File: src/lcdsd_seg_cell.sv
// shared constants and the per-segment drive level cell
`timescale 1ns/1ps
`default_nettype none
package lcdsd_pkg;
	localparam int NUM_COM       = 4;
	localparam int NUM_SEG       = 20;
	localparam int NUM_PAIR      = 10;
	localparam int FRAME_DIV_DEF = 4096;
	localparam int DUTY3_NUM     = 3;
	localparam int DUTY3_DEN     = 4;
	localparam int MEM_AW        = 5;
	localparam int MEM_DW        = 4;
	localparam logic [15:0] MEM_BASE = 16'hF000;
	localparam logic [15:0] MEM_LAST = 16'hF013;
	localparam logic [MEM_AW-1:0] MEM_TOP_IDX = MEM_AW'(MEM_LAST - MEM_BASE);
	typedef logic [1:0] lcdsd_lvl_t;
	localparam lcdsd_lvl_t LV_GND = 2'h0;
	localparam lcdsd_lvl_t LV_LOW = 2'h1;
	localparam lcdsd_lvl_t LV_MID = 2'h2;
	localparam lcdsd_lvl_t LV_TOP = 2'h3;
	typedef enum logic [2:0] {
		DUTY_4 = 3'h1,
		DUTY_3 = 3'h2,
		DUTY_2 = 3'h4
	} lcdsd_duty_e;
endpackage : lcdsd_pkg

module lcdsd_seg_cell (
	input  wire logic [lcdsd_pkg::MEM_DW-1:0] bits_i,
	input  wire logic [1:0]                   com_idx_i,
	input  wire logic                         pol_i,
	input  wire logic                         static_i,
	input  wire logic                         force_on_i,
	input  wire logic                         force_off_i,
	input  wire logic                         power_i,
	input  wire logic                         dc_i,
	output var  lcdsd_pkg::lcdsd_lvl_t        level_o
);
	wire logic                  lit_dyn;
	wire logic                  lit_st;
	wire logic                  lit;
	wire lcdsd_pkg::lcdsd_lvl_t on_lvl;
	wire lcdsd_pkg::lcdsd_lvl_t off_lvl;
	wire lcdsd_pkg::lcdsd_lvl_t wave;

	assign lit_dyn = bits_i[com_idx_i];
	assign lit_st  = |bits_i;
	assign lit     = force_on_i ? 1'b1 : (force_off_i ? 1'b0 : (static_i ? lit_st : lit_dyn));
	assign on_lvl  = pol_i ? lcdsd_pkg::LV_GND : lcdsd_pkg::LV_TOP;
	assign off_lvl = static_i ? (pol_i ? lcdsd_pkg::LV_TOP : lcdsd_pkg::LV_GND)
	                          : (pol_i ? lcdsd_pkg::LV_MID : lcdsd_pkg::LV_LOW);
	assign wave    = lit ? on_lvl : off_lvl;

	always_comb begin
		if (dc_i) begin
			level_o = bits_i[0] ? lcdsd_pkg::LV_TOP : lcdsd_pkg::LV_GND;
		end else if (!power_i) begin
			level_o = lcdsd_pkg::LV_GND;
		end else begin
			level_o = wave;
		end
	end
endmodule : lcdsd_seg_cell
`default_nettype wire

File: src/lcdsd_top.sv
// segment lcd driver: display memory, frame timing, common and segment levels
//
// Overview of operation
// - four commons, twenty segments, eighty max
// - power off grounds levels and outputs
// - dc pins ignore power control
// - all-on forces on waveform on every non-dc segment pin while powered
// - all-off forces off; clearing restores memory
// - all-on wins over all-off
// - forces are plain inputs, not cleared by reset or power off
// - duty bits pick four, three, two commons
// - quarter and half duty: tick/4096 frame
// - third duty frame is 4/3 faster
// - static: any common bit lights segment
// - static: all bits zero means off
// - twenty-word memory, fixed segment mapping
// - one lights, zero leaves unlit
// - memory read/write, undefined after reset
// - dc pin outputs common zero bit
// - dc option chosen per pin pair
`default_nettype none
`timescale 1ns/1ps
module lcdsd_top #(
	parameter int                             FRAME_DIV = lcdsd_pkg::FRAME_DIV_DEF,
	parameter logic [lcdsd_pkg::NUM_PAIR-1:0] DC_PAIRS  = '0
) (
	input  wire logic                                clk_i,
	input  wire logic                                srst_i,
	input  wire logic                                prs_tick_i,
	input  wire logic                                lcd_power_on_i,
	input  wire logic                                force_all_segments_on_i,
	input  wire logic                                force_all_segments_off_i,
	input  wire logic                                static_drive_select_i,
	input  wire logic                                duty_select_high_i,
	input  wire logic                                duty_select_low_i,
	input  wire logic                                mem_we_i,
	input  wire logic [lcdsd_pkg::MEM_AW-1:0]        mem_addr_i,
	input  wire logic [lcdsd_pkg::MEM_DW-1:0]        mem_wdata_i,
	output logic      [lcdsd_pkg::MEM_DW-1:0]        mem_rdata_o,
	output logic                                     bias_enable_o,
	output logic      [lcdsd_pkg::NUM_COM-1:0][1:0]  common_outputs_o,
	output logic      [lcdsd_pkg::NUM_SEG-1:0][1:0]  segment_outputs_o
);
	localparam int CNT_W = $clog2(FRAME_DIV);
	localparam logic [CNT_W-1:0] LAST_FULL  = CNT_W'(FRAME_DIV - 1);
	localparam logic [CNT_W-1:0] LAST_THIRD =
		CNT_W'(FRAME_DIV * lcdsd_pkg::DUTY3_NUM / lcdsd_pkg::DUTY3_DEN - 1);

	logic [lcdsd_pkg::MEM_DW-1:0]  mem_r [lcdsd_pkg::NUM_SEG];
	logic [CNT_W-1:0]              cnt_r;
	logic [CNT_W-1:0]              cnt_nxt;
	logic                          pol_r;
	logic                          pol_nxt;
	logic [lcdsd_pkg::NUM_SEG-1:0] wr_seen_r;

	wire lcdsd_pkg::lcdsd_duty_e                   duty;
	wire logic [CNT_W-1:0]                         frame_last;
	wire logic                                     frame_end;
	wire logic [1:0]                               com_idx;
	wire logic                                     addr_ok;
	wire logic [lcdsd_pkg::NUM_SEG-1:0]            dc_mask;
	wire logic [lcdsd_pkg::NUM_COM-1:0][1:0]       com_nxt;
	wire logic [lcdsd_pkg::NUM_SEG-1:0][1:0]       seg_nxt;
	wire logic [lcdsd_pkg::MEM_DW-1:0]             rdata_nxt;

	assign duty = duty_select_high_i ? lcdsd_pkg::DUTY_2
	            : (duty_select_low_i ? lcdsd_pkg::DUTY_3 : lcdsd_pkg::DUTY_4);
	assign frame_last = (duty == lcdsd_pkg::DUTY_3) ? LAST_THIRD : LAST_FULL;
	assign frame_end  = cnt_r >= frame_last;
	assign com_idx = (duty == lcdsd_pkg::DUTY_2) ? {1'b0, cnt_r[CNT_W-1]} : cnt_r[CNT_W-1 -: 2];

	always_comb begin
		cnt_nxt = cnt_r;
		pol_nxt = pol_r;
		if (prs_tick_i) begin
			if (frame_end) begin
				cnt_nxt = '0;
				pol_nxt = ~pol_r;
			end else begin
				cnt_nxt = cnt_r + 1'b1;
			end
		end
	end

	always_ff @(posedge clk_i) begin
		if (srst_i) begin
			cnt_r <= '0;
			pol_r <= 1'b0;
		end else begin
			cnt_r <= cnt_nxt;
			pol_r <= pol_nxt;
		end
	end

	assign addr_ok   = mem_addr_i <= lcdsd_pkg::MEM_TOP_IDX;
	assign rdata_nxt = addr_ok ? mem_r[mem_addr_i] : '0;

	always_ff @(posedge clk_i) begin
		if (mem_we_i && addr_ok) begin
			mem_r[mem_addr_i] <= mem_wdata_i;
		end
	end

	always_ff @(posedge clk_i) begin
		if (srst_i) begin
			wr_seen_r <= '0;
		end else if (mem_we_i && addr_ok) begin
			wr_seen_r[mem_addr_i] <= 1'b1;
		end
	end

	genvar gc;
	genvar gs;
	generate
		for (gc = 0; gc < lcdsd_pkg::NUM_COM; gc++) begin : g_com
			assign com_nxt[gc] = !lcd_power_on_i ? lcdsd_pkg::LV_GND
				: ((static_drive_select_i || com_idx == 2'(gc))
					? (pol_r ? lcdsd_pkg::LV_TOP : lcdsd_pkg::LV_GND)
					: (pol_r ? lcdsd_pkg::LV_LOW : lcdsd_pkg::LV_MID));
		end
		for (gs = 0; gs < lcdsd_pkg::NUM_SEG; gs++) begin : g_seg
			assign dc_mask[gs] = DC_PAIRS[gs / 2];
			lcdsd_seg_cell u_cell (
				.bits_i      (mem_r[gs]),
				.com_idx_i   (com_idx),
				.pol_i       (pol_r),
				.static_i    (static_drive_select_i),
				.force_on_i  (force_all_segments_on_i),
				.force_off_i (force_all_segments_off_i),
				.power_i     (lcd_power_on_i),
				.dc_i        (dc_mask[gs]),
				.level_o     (seg_nxt[gs])
			);

			dc_follow_a: assert property (
				@(posedge clk_i) disable iff (srst_i)
				(dc_mask[gs] && wr_seen_r[gs]) |=> segment_outputs_o[gs] ==
					($past(mem_r[gs][0]) ? lcdsd_pkg::LV_TOP : lcdsd_pkg::LV_GND))
				else $error("dc pin does not follow bit0");

			force_on_a: assert property (
				@(posedge clk_i) disable iff (srst_i)
				(lcd_power_on_i && force_all_segments_on_i && !dc_mask[gs])
				|=> segment_outputs_o[gs] ==
					($past(pol_r) ? lcdsd_pkg::LV_GND : lcdsd_pkg::LV_TOP))
				else $error("all-on waveform missing");

			force_off_a: assert property (
				@(posedge clk_i) disable iff (srst_i)
				(lcd_power_on_i && force_all_segments_off_i && !force_all_segments_on_i
					&& !static_drive_select_i && !dc_mask[gs])
				|=> segment_outputs_o[gs] ==
					($past(pol_r) ? lcdsd_pkg::LV_MID : lcdsd_pkg::LV_LOW))
				else $error("all-off waveform missing");

			static_off_a: assert property (
				@(posedge clk_i) disable iff (srst_i)
				(lcd_power_on_i && static_drive_select_i && !force_all_segments_on_i
					&& mem_r[gs] == '0 && !dc_mask[gs])
				|=> segment_outputs_o[gs] ==
					($past(pol_r) ? lcdsd_pkg::LV_TOP : lcdsd_pkg::LV_GND))
				else $error("static off level wrong");

			seg_unpowered_a: assert property (
				@(posedge clk_i) disable iff (srst_i)
				(!lcd_power_on_i && !dc_mask[gs]) |=> segment_outputs_o[gs] == lcdsd_pkg::LV_GND)
				else $error("segment not grounded with power off");

			dyn_level_a: assert property (
				@(posedge clk_i) disable iff (srst_i)
				(lcd_power_on_i && !static_drive_select_i && !force_all_segments_on_i
					&& !force_all_segments_off_i && !dc_mask[gs] && wr_seen_r[gs])
				|=> segment_outputs_o[gs] == ($past(mem_r[gs][com_idx])
					? ($past(pol_r) ? lcdsd_pkg::LV_GND : lcdsd_pkg::LV_TOP)
					: ($past(pol_r) ? lcdsd_pkg::LV_MID : lcdsd_pkg::LV_LOW)))
				else $error("dynamic segment level wrong");

			static_on_a: assert property (
				@(posedge clk_i) disable iff (srst_i)
				(lcd_power_on_i && static_drive_select_i && !force_all_segments_off_i
					&& !dc_mask[gs] && wr_seen_r[gs] && mem_r[gs] != '0)
				|=> segment_outputs_o[gs] ==
					($past(pol_r) ? lcdsd_pkg::LV_GND : lcdsd_pkg::LV_TOP))
				else $error("static on level wrong");
		end
	endgenerate

	always_ff @(posedge clk_i) begin
		if (srst_i) begin
			mem_rdata_o       <= '0;
			bias_enable_o     <= 1'b0;
			common_outputs_o  <= '0;
			segment_outputs_o <= '0;
		end else begin
			mem_rdata_o       <= rdata_nxt;
			bias_enable_o     <= lcd_power_on_i;
			common_outputs_o  <= com_nxt;
			segment_outputs_o <= seg_nxt;
		end
	end

	power_off_a: assert property (
		@(posedge clk_i) disable iff (srst_i)
		!lcd_power_on_i |=> (common_outputs_o == '0 && !bias_enable_o))
		else $error("commons not grounded with power off");

	frame_wrap_a: assert property (
		@(posedge clk_i) disable iff (srst_i)
		(prs_tick_i && cnt_r == frame_last) |=> (cnt_r == '0 && pol_r != $past(pol_r)))
		else $error("frame did not wrap");

	third_len_a: assert property (
		@(posedge clk_i) disable iff (srst_i)
		(duty == lcdsd_pkg::DUTY_3 && cnt_r <= LAST_THIRD) |=> cnt_r <= LAST_THIRD)
		else $error("third-duty frame overran");

	half_idle_a: assert property (
		@(posedge clk_i) disable iff (srst_i)
		(lcd_power_on_i && !static_drive_select_i && duty == lcdsd_pkg::DUTY_2)
		|=> common_outputs_o[2] == ($past(pol_r) ? lcdsd_pkg::LV_LOW : lcdsd_pkg::LV_MID))
		else $error("unused common selected in half duty");

	com_active_a: assert property (
		@(posedge clk_i) disable iff (srst_i)
		(lcd_power_on_i && com_idx == 2'h0)
		|=> common_outputs_o[0] == ($past(pol_r) ? lcdsd_pkg::LV_TOP : lcdsd_pkg::LV_GND))
		else $error("active common level wrong");

	mem_rw_a: assert property (
		@(posedge clk_i) disable iff (srst_i)
		(mem_we_i && addr_ok) ##1 (!mem_we_i && mem_addr_i == $past(mem_addr_i))
		|=> mem_rdata_o == $past(mem_wdata_i, 2))
		else $error("memory readback mismatch");

	reset_clear_a: assert property (
		@(posedge clk_i)
		srst_i |=> (common_outputs_o == '0 && segment_outputs_o == '0 && !bias_enable_o
			&& cnt_r == '0 && !pol_r))
		else $error("outputs not cleared by reset");

	bias_on_a: assert property (
		@(posedge clk_i) disable iff (srst_i)
		lcd_power_on_i |=> bias_enable_o)
		else $error("bias not enabled with power on");

	tick_hold_a: assert property (
		@(posedge clk_i) disable iff (srst_i)
		!prs_tick_i |=> ($stable(cnt_r) && $stable(pol_r)))
		else $error("frame counter moved without tick");

	full_count_a: assert property (
		@(posedge clk_i) disable iff (srst_i)
		(prs_tick_i && duty != lcdsd_pkg::DUTY_3 && cnt_r != LAST_FULL)
		|=> cnt_r == $past(cnt_r) + 1'b1)
		else $error("full frame ended early");

	pol_hold_a: assert property (
		@(posedge clk_i) disable iff (srst_i)
		!(prs_tick_i && frame_end) |=> $stable(pol_r))
		else $error("polarity flipped inside frame");

	third_idle_a: assert property (
		@(posedge clk_i) disable iff (srst_i)
		(lcd_power_on_i && !static_drive_select_i && duty == lcdsd_pkg::DUTY_3)
		|=> common_outputs_o[3] == ($past(pol_r) ? lcdsd_pkg::LV_LOW : lcdsd_pkg::LV_MID))
		else $error("unused common selected in third duty");

	half_idle3_a: assert property (
		@(posedge clk_i) disable iff (srst_i)
		(lcd_power_on_i && !static_drive_select_i && duty == lcdsd_pkg::DUTY_2)
		|=> common_outputs_o[3] == ($past(pol_r) ? lcdsd_pkg::LV_LOW : lcdsd_pkg::LV_MID))
		else $error("last common selected in half duty");

	static_com_a: assert property (
		@(posedge clk_i) disable iff (srst_i)
		(lcd_power_on_i && static_drive_select_i)
		|=> common_outputs_o[3] == ($past(pol_r) ? lcdsd_pkg::LV_TOP : lcdsd_pkg::LV_GND))
		else $error("static common level wrong");

	mem_range_a: assert property (
		@(posedge clk_i) disable iff (srst_i)
		!addr_ok |=> mem_rdata_o == '0)
		else $error("read beyond memory not zero");

	half_slice_a: assert property (
		@(posedge clk_i) disable iff (srst_i)
		(lcd_power_on_i && !static_drive_select_i && duty == lcdsd_pkg::DUTY_2 && cnt_r[CNT_W-1])
		|=> common_outputs_o[1] == ($past(pol_r) ? lcdsd_pkg::LV_TOP : lcdsd_pkg::LV_GND))
		else $error("second common not active in half duty");

	quarter_last_a: assert property (
		@(posedge clk_i) disable iff (srst_i)
		(lcd_power_on_i && !static_drive_select_i && duty == lcdsd_pkg::DUTY_4
			&& cnt_r[CNT_W-1 -: 2] == 2'h3)
		|=> common_outputs_o[3] == ($past(pol_r) ? lcdsd_pkg::LV_TOP : lcdsd_pkg::LV_GND))
		else $error("last common not active in quarter duty");
endmodule : lcdsd_top
`default_nettype wire

File: config.mk
export PLATFORM = sky130hd
export DESIGN_NAME = lcdsd_top
export DESIGN_NICKNAME = d
export VERILOG_FILES = /design/src/lcdsd_seg_cell.sv /design/src/lcdsd_top.sv
export SDC_FILE = /design/constraint.sdc
export NUM_CORES = 1
export LEC_CHECK = 0
export BUFFER_PORTS_ARGS = -buffer_cell sky130_fd_sc_hd__buf_4
export CAP_MARGIN = 20
export CORE_MARGIN = 2
export CORE_UTILIZATION = 35
export CTS_CLUSTER_DIAMETER = 50
export CTS_CLUSTER_SIZE = 8
export DETAILED_ROUTE_END_ITERATION = 6
export SLEW_MARGIN = 5
export SYNTH_ARGS = -nofsm -noshare
export SYNTH_HDL_FRONTEND = slang
export SYNTH_SLANG_ARGS = --single-unit
File: constraint.sdc
create_clock -name clk_i -period 2.2 [get_ports clk_i]
set_input_delay 0.55 -clock clk_i [delete_from_list [all_inputs] [get_ports clk_i]]
set_output_delay 0.55 -clock clk_i [all_outputs]
set_load 0.01 [all_outputs]
* Word level (Yosys, flattened, before mapping)
Memory sizes are Yosys's and may differ from the RTL's. A register that Yosys moved wholly into a read port is not among the register bits.
Cells that the tools add are included.
** Word-level totals
- Register bits after elaboration :: 62
- Memory bits (writable) :: 80
- Bits of input ports :: 19
- Output and inout port bits :: 53
- Logic and storage cells :: 205
- Memories kept :: 1
** Operators by class
- Add/subtract/negate cells :: 1
- Order comparisons :: 3
- Equal/unequal tests :: 5
- Muxes and demuxes :: 136
- Bitwise logic cells :: 3
- Reduce and logical (&&, ||, !) cells :: 29
** Memories
- mem_r :: words 20, bits a word 4, rd ports 21, clocked after Yosys merged registers in 1, write ports 1, line lcdsd_top.sv:49 : logic [lcdsd_pkg::MEM_DW-1:0] mem_r [lcdsd_pkg::NUM_SEG];
** Operator list (number)
- 1-bit 2-to-1 mux :: 82
- 4-bit OR reduction :: 20
- 2-bit 2-to-1 mux :: 31
- 1-bit binary-select mux with 2-bit select :: 20
- 12-bit by 1-bit adder with 12-bit output (second input constant) :: 1
- 12-bit greater-or-equal comparator :: 1
- 12-bit 2-to-1 mux :: 1
- 11-bit 2-to-1 mux :: 1
- 5-bit less-or-equal comparator (second input constant) :: 1
- 2-bit equality test (second input constant) :: 2
- 1-bit logical OR :: 4
- 2-bit OR reduction :: 2
- 3-bit by 2-bit equality test with 1-bit output (second input constant) :: 1
- 3-bit equality test (second input constant) :: 1
- 2-bit by 3-bit < comparator with 1-bit output (second input constant) :: 1
- 3-bit 2-to-1 mux :: 1
- 1-bit inverter :: 3
- 2-bit by 1-bit equality test with 1-bit output (second input constant) :: 1
- 2-bit logical NOT :: 1
- 2-bit AND reduction :: 1
- 1-bit logical AND :: 1

* Longest topological paths before layout
- Depth in word-level cells :: 10
- Mapped depth :: 9
- Mapped depth without buffers :: 7

* By module
A second synthesis with hierarchy kept.
** Unflattened totals
- Cell total of the unflattened synthesis :: 791
- Area total of the unflattened synthesis :: 9776.9 sq um
** By module, submodules not included
- lcdsd_top :: times used 1, cells an instance 431, area an instance 7124.3 sq um, seq. area each 5104.9 sq um
- lcdsd_seg_cell :: times used 20, cells an instance 18, area an instance 132.6 sq um, seq. area each 0.0 sq um

* Worst setup path after synthesis
OpenSTA, ideal clock, no wires.
- Path kind :: input to register
- Start :: input duty_select_high_i
- End :: register cnt_r[10]
- Setup time :: 0.128 ns
- Arrival :: 2.104 ns
- Data required time :: 2.072 ns
- Path slack :: -0.031 ns
- Stages :: 9
- Path buffers :: 2
- Cells stage by stage :: clkbuf_1 nor2b_1 ha_1 nand3_1 nor4_1 o211a_1 or2_2 clkbuf_1 nor2_1
** Between the ends
- Cells in the longest elaborated chain, start to end :: 5
** RTL lines
- start: declaration :: line lcdsd_top.sv:34 : input wire logic duty_select_high_i,
- 3-bit 2-to-1 mux :: line lcdsd_top.sv:66 : assign duty = duty_select_high_i ? lcdsd_pkg::DUTY_2
- 3-bit by 2-bit equality test with 1-bit output :: line lcdsd_top.sv:68 : assign frame_last = (duty == lcdsd_pkg::DUTY_3) ? LAST_THIRD : LAST_FULL;
- 11-bit 2-to-1 mux :: line lcdsd_top.sv:68
- 12-bit greater-or-equal comparator :: line lcdsd_top.sv:69 : assign frame_end = cnt_r >= frame_last;
- 12-bit 2-to-1 mux :: line lcdsd_top.sv:76 : if (frame_end) begin
- end signal: assignment :: line lcdsd_top.sv:90 : cnt_r <= cnt_nxt;
- end: declaration :: line lcdsd_top.sv:50 : logic [CNT_W-1:0] cnt_r;
No other way between the ends.
A chain may end at the register's enable or synchronous reset.

* Final worst setup path
- Start :: register cnt_r[10]
- End :: register segment_outputs_o[39] (netlist bit)
** Between the ends
- Cells in the longest elaborated chain, start to end :: 7
** RTL lines
- 2-bit 2-to-1 mux :: line lcdsd_top.sv:70 : assign com_idx = (duty == lcdsd_pkg::DUTY_2) ? {1'b0, cnt_r[CNT_W-1]} : cnt_r[CNT_W-1 -: 2];
- 1-bit binary-select mux with 2-bit select :: line lcdsd_seg_cell.sv:46 : assign lit_dyn = bits_i[com_idx_i];
- 1-bit 2-to-1 mux (not written as such) :: line lcdsd_seg_cell.sv:46
- 1-bit 2-to-1 mux (3 in series) :: line lcdsd_seg_cell.sv:48 : assign lit = force_on_i ? 1'b1 : (force_off_i ? 1'b0 : (static_i ? lit_st : lit_dyn));
- 2-bit 2-to-1 mux :: line lcdsd_seg_cell.sv:52 : assign wave = lit ? on_lvl : off_lvl;
- end signal: assignment :: line lcdsd_top.sv:198 : segment_outputs_o <= seg_nxt;
- end: declaration :: line lcdsd_top.sv:42 : output logic [lcdsd_pkg::NUM_SEG-1:0][1:0] segment_outputs_o
No other way between the ends. The select of a mux whose other input is x is not followed.

==> results.ini <==
[detailed_routing]
count_of_antenna_violating_nets_left_after_detailed_routing=0
num_vias=5751
detail_route.drc_violations=0
detail_route.first_pass.iterations=4
viasPerCell=5.07
postRouteWirelength_mm=19.9
initialDrtViolationCount=438
avgRoutedWirePerCell_um=17.5

[run]
max-cap-violations=0

[floorplan]
die_height_um=162
start_util_pct=35.7
die_area_um2=26200
dieWidth_um=162
fp.coreArea_um2=24400
ioPinCount=72
fp-row-count=57

[power]
p_leak_nw=3.75
power_w=0.00778
max-vdd-ir-drop_uv=397
power_per_cell_area_nw_per_um2=746

[global_route]
grt_use_total_pct=15.7
antenna_found_initial=0
grt_start_max_net_pins=49
grt_pass1_vias=5462
grt.overflow.total=0
global_route_wire_length_before_repair_mm=31.6

[synthesis]
netlist-cell-type-count=45
yosys_register_bits=191
avgSynthCellArea_um2=12.6
syn-instance-count=689
synth.yosys.seq_area_share_pct=58.6
synth_edf_count=128
most_common_flop_cell_mapped_by_yosys=sky130_fd_sc_hd__edfxtp_1
synth.most_common_cell=sky130_fd_sc_hd__edfxtp_1
synth.largest_area_cell=sky130_fd_sc_hd__edfxtp_1
synth.cells.most_frequent=128 x sky130_fd_sc_hd__edfxtp_1, 101 x sky130_fd_sc_hd__nor2_1, 63 x sky130_fd_sc_hd__dfxtp_1
synthesis.yosys.warnings=0
netlist_area_um2=8710
async_reset_ff_share_pct=0
area_share_of_the_leading_cell_type_in_the_synthesized_netlist_pct=44.2
netlist_top_cells_area=sky130_fd_sc_hd__edfxtp_1 44%, sky130_fd_sc_hd__dfxtp_1 14%, sky130_fd_sc_hd__mux4_2 8.3%

[timing]
max_clock_freq_mhz=521
timing.final.setup_violations=0
fin_crit_ns=1.92
timing.final.crit_share_pct=87.2
count_of_final_max_slew_check_failures=0
finalHoldViolations=0
grt_setup_unrepaired=false
clock_skew_after_layout_ns=0.00889

[layout]
finish.net_count=818
area.growth.synth_to_final_pct=19.7
antennaDiodeCount=0
final_layout_size_suffix_gt1_share_pct=21.4
post-route-cell-area_um2=10400

[clocking]
clock_latency_ns=0.43
cts.clk_slew.worst_paths_ns=0.07
cts_tree=done
post_cts_buffers=0
post_cts.resized_instances=0
cts.htree.levels=4
cts-hold-fix-buffers=0
clkSinkCount=191
clock_tree.root_cell=sky130_fd_sc_hd__clkbuf_16
cts-root-to-sink-buffers=2
cts_made_buffers=17

[critical_path]
cp.arrival_ns=2.23
timing.critical_path.max_delay_family=flip-flops
highest_net_fanout_along_the_worst_path=21
critical_path_buf_inv_count=1
crit_path_cell_trace=buf_4, nand3b_1, o22a_1, o221ai_1, mux2i_1, nand2_1
setup.worst_path.end_class=register
critical_path_required_ns=2.51
critical_path.max_stage_delay_ns=0.44
setup.worst_path.class=reg2reg
critPathSlowestCell=sky130_fd_sc_hd__dfxtp_1
crit_start_category=register

[hold_path]
worstHoldPathType=in2reg

[placed_design]
post-dp-hpwl_mm=14.4
port_buffers=71
detailed_place.area_um2=9820
gp_congestion=0.844

[status]
outcome=complete, no violations

cells by family after synthesis:
| kind of cell | after synthesis | share of synthesized area (%) |
|---|---|---|
| DFF | 191 | 58.6 |
| AOI/OAI and AO/OA | 128 | 10.7 |
| xor gates and xnor gates | 34 | 3.42 |
| other | 1 | 0.0431 |
| and+or+nand+nor | 206 | 11.3 |
| muxes | 68 | 12.5 |
| buffers and inverters | 59 | 3.16 |
| adders and majority gates | 2 | 0.287 |
final timing paths:
path	startpoint	endpoint	slack [ns]	cells past startpoint
min reg2reg	cnt_r[9]$_SDFFE_PP0P_	cnt_r[9]$_SDFFE_PP0P_	0.53	2
min	srst_i	pol_r$_SDFFE_PP0P_	0.36	2
max	cnt_r[10]$_SDFFE_PP0P_	segment_outputs_o[39]$_SDFF_PP0_	0.28	6
max reg2reg	cnt_r[10]$_SDFFE_PP0P_	segment_outputs_o[39]$_SDFF_PP0_	0.28	6
state kept, by name, indices dropped and copies added, names as in the netlist:
signal	count
mem_rdata_o	4
mem_r	128
bias_enable_o	1
common_outputs_o	5
cnt_r	12
segment_outputs_o	40
pol_r	1
area by class of cell:
type | count | area (um2)
Clock buffer | 22 | 497
Clock inverter | 10 | 109
Fill cell | 2292 | 14000
Inverter | 5 | 18.8
Multi-Input combinational cell | 486 | 3500
Sequential cell | 191 | 5110
Tap cell | 324 | 405
Timing Repair Buffer | 96 | 783
power breakdown:
group,leakage [nW],switching [W],internal [W],total (W)
sequential,1.71,0.0000546,0.00398,0.00403
combinational,1.74,0.000334,0.000283,0.000617
clock,0.302,0.00133,0.00180,0.00313
stage by stage:
| step | utilization [%] | setup TNS (ns) | worst slack [ns] | std cells | hold slack (ns) |
|---|---|---|---|---|---|
| after CTS | 42.7 | 0 | 0.304 | 1134 | 0.355 |
| final | 42.7 | 0 | 0.282 | 1134 | 0.356 |
| after detailed placement | 40.2 | -0.0680 | -0.0680 | 1102 | 0.512 |
| after floorplan | - | 0 | 0.0772 | 736 | 0.467 |
| after global placement | 40.2 | -0.0621 | -0.0621 | 1102 | 0.496 |
| after global routing | 42.7 | 0 | 0.153 | 1134 | 0.354 |
cells in the final DEF (no fill, tap or decap), types with 2 or more instances in the layout:
| cell type | n |
|---|---|
| sky130_fd_sc_hd__o22a_1 | 7 |
| sky130_fd_sc_hd__a22o_1 | 3 |
| sky130_fd_sc_hd__o221a_2 | 6 |
| sky130_fd_sc_hd__ha_1 | 2 |
| sky130_fd_sc_hd__o221a_1 | 7 |
| sky130_fd_sc_hd__inv_4 | 3 |
| sky130_fd_sc_hd__conb_1 | 48 |
| sky130_fd_sc_hd__o221ai_1 | 7 |
| sky130_fd_sc_hd__nand3_1 | 6 |
| sky130_fd_sc_hd__nor2_1 | 101 |
| sky130_fd_sc_hd__o21ai_0 | 15 |
| sky130_fd_sc_hd__o32a_1 | 13 |
| sky130_fd_sc_hd__a21oi_1 | 46 |
| sky130_fd_sc_hd__mux2_2 | 4 |
| sky130_fd_sc_hd__nor3b_1 | 2 |
| sky130_fd_sc_hd__and3_1 | 4 |
| sky130_fd_sc_hd__nand2_1 | 21 |
| sky130_fd_sc_hd__buf_4 | 91 |
| sky130_fd_sc_hd__inv_6 | 4 |
| sky130_fd_sc_hd__xor2_1 | 4 |
| sky130_fd_sc_hd__mux4_2 | 32 |
| sky130_fd_sc_hd__or2_2 | 3 |
| sky130_fd_sc_hd__a2bb2oi_1 | 13 |
| sky130_fd_sc_hd__nor3_1 | 8 |
| sky130_fd_sc_hd__mux2i_1 | 32 |
| sky130_fd_sc_hd__nand2b_1 | 7 |
| sky130_fd_sc_hd__nand3b_1 | 2 |
| sky130_fd_sc_hd__xnor2_1 | 30 |
| sky130_fd_sc_hd__dfxtp_1 | 62 |
| sky130_fd_sc_hd__a221oi_1 | 4 |
| sky130_fd_sc_hd__o22ai_1 | 3 |
| sky130_fd_sc_hd__or3_1 | 15 |
| sky130_fd_sc_hd__clkbuf_1 | 2 |
| sky130_fd_sc_hd__inv_1 | 5 |
| sky130_fd_sc_hd__clkbuf_16 | 19 |
| sky130_fd_sc_hd__buf_12 | 5 |
| sky130_fd_sc_hd__nor2b_1 | 10 |
| sky130_fd_sc_hd__nand4_1 | 2 |
| sky130_fd_sc_hd__nor4_1 | 23 |
| sky130_fd_sc_hd__edfxtp_1 | 128 |
layer usage:
metal	share of wire (%)	vias to the layer above	wire length, um	GRT usage [%]
li1	-	2799	-	-
met1	47	2751	9410	22.2
met2	45	183	9050	24.7
met3	6.0	18	1190	3.24
met4	1.3	0	249	4.55
met5	0	-	0	0
No activity file was read; power rests on OpenSTA's default activity.
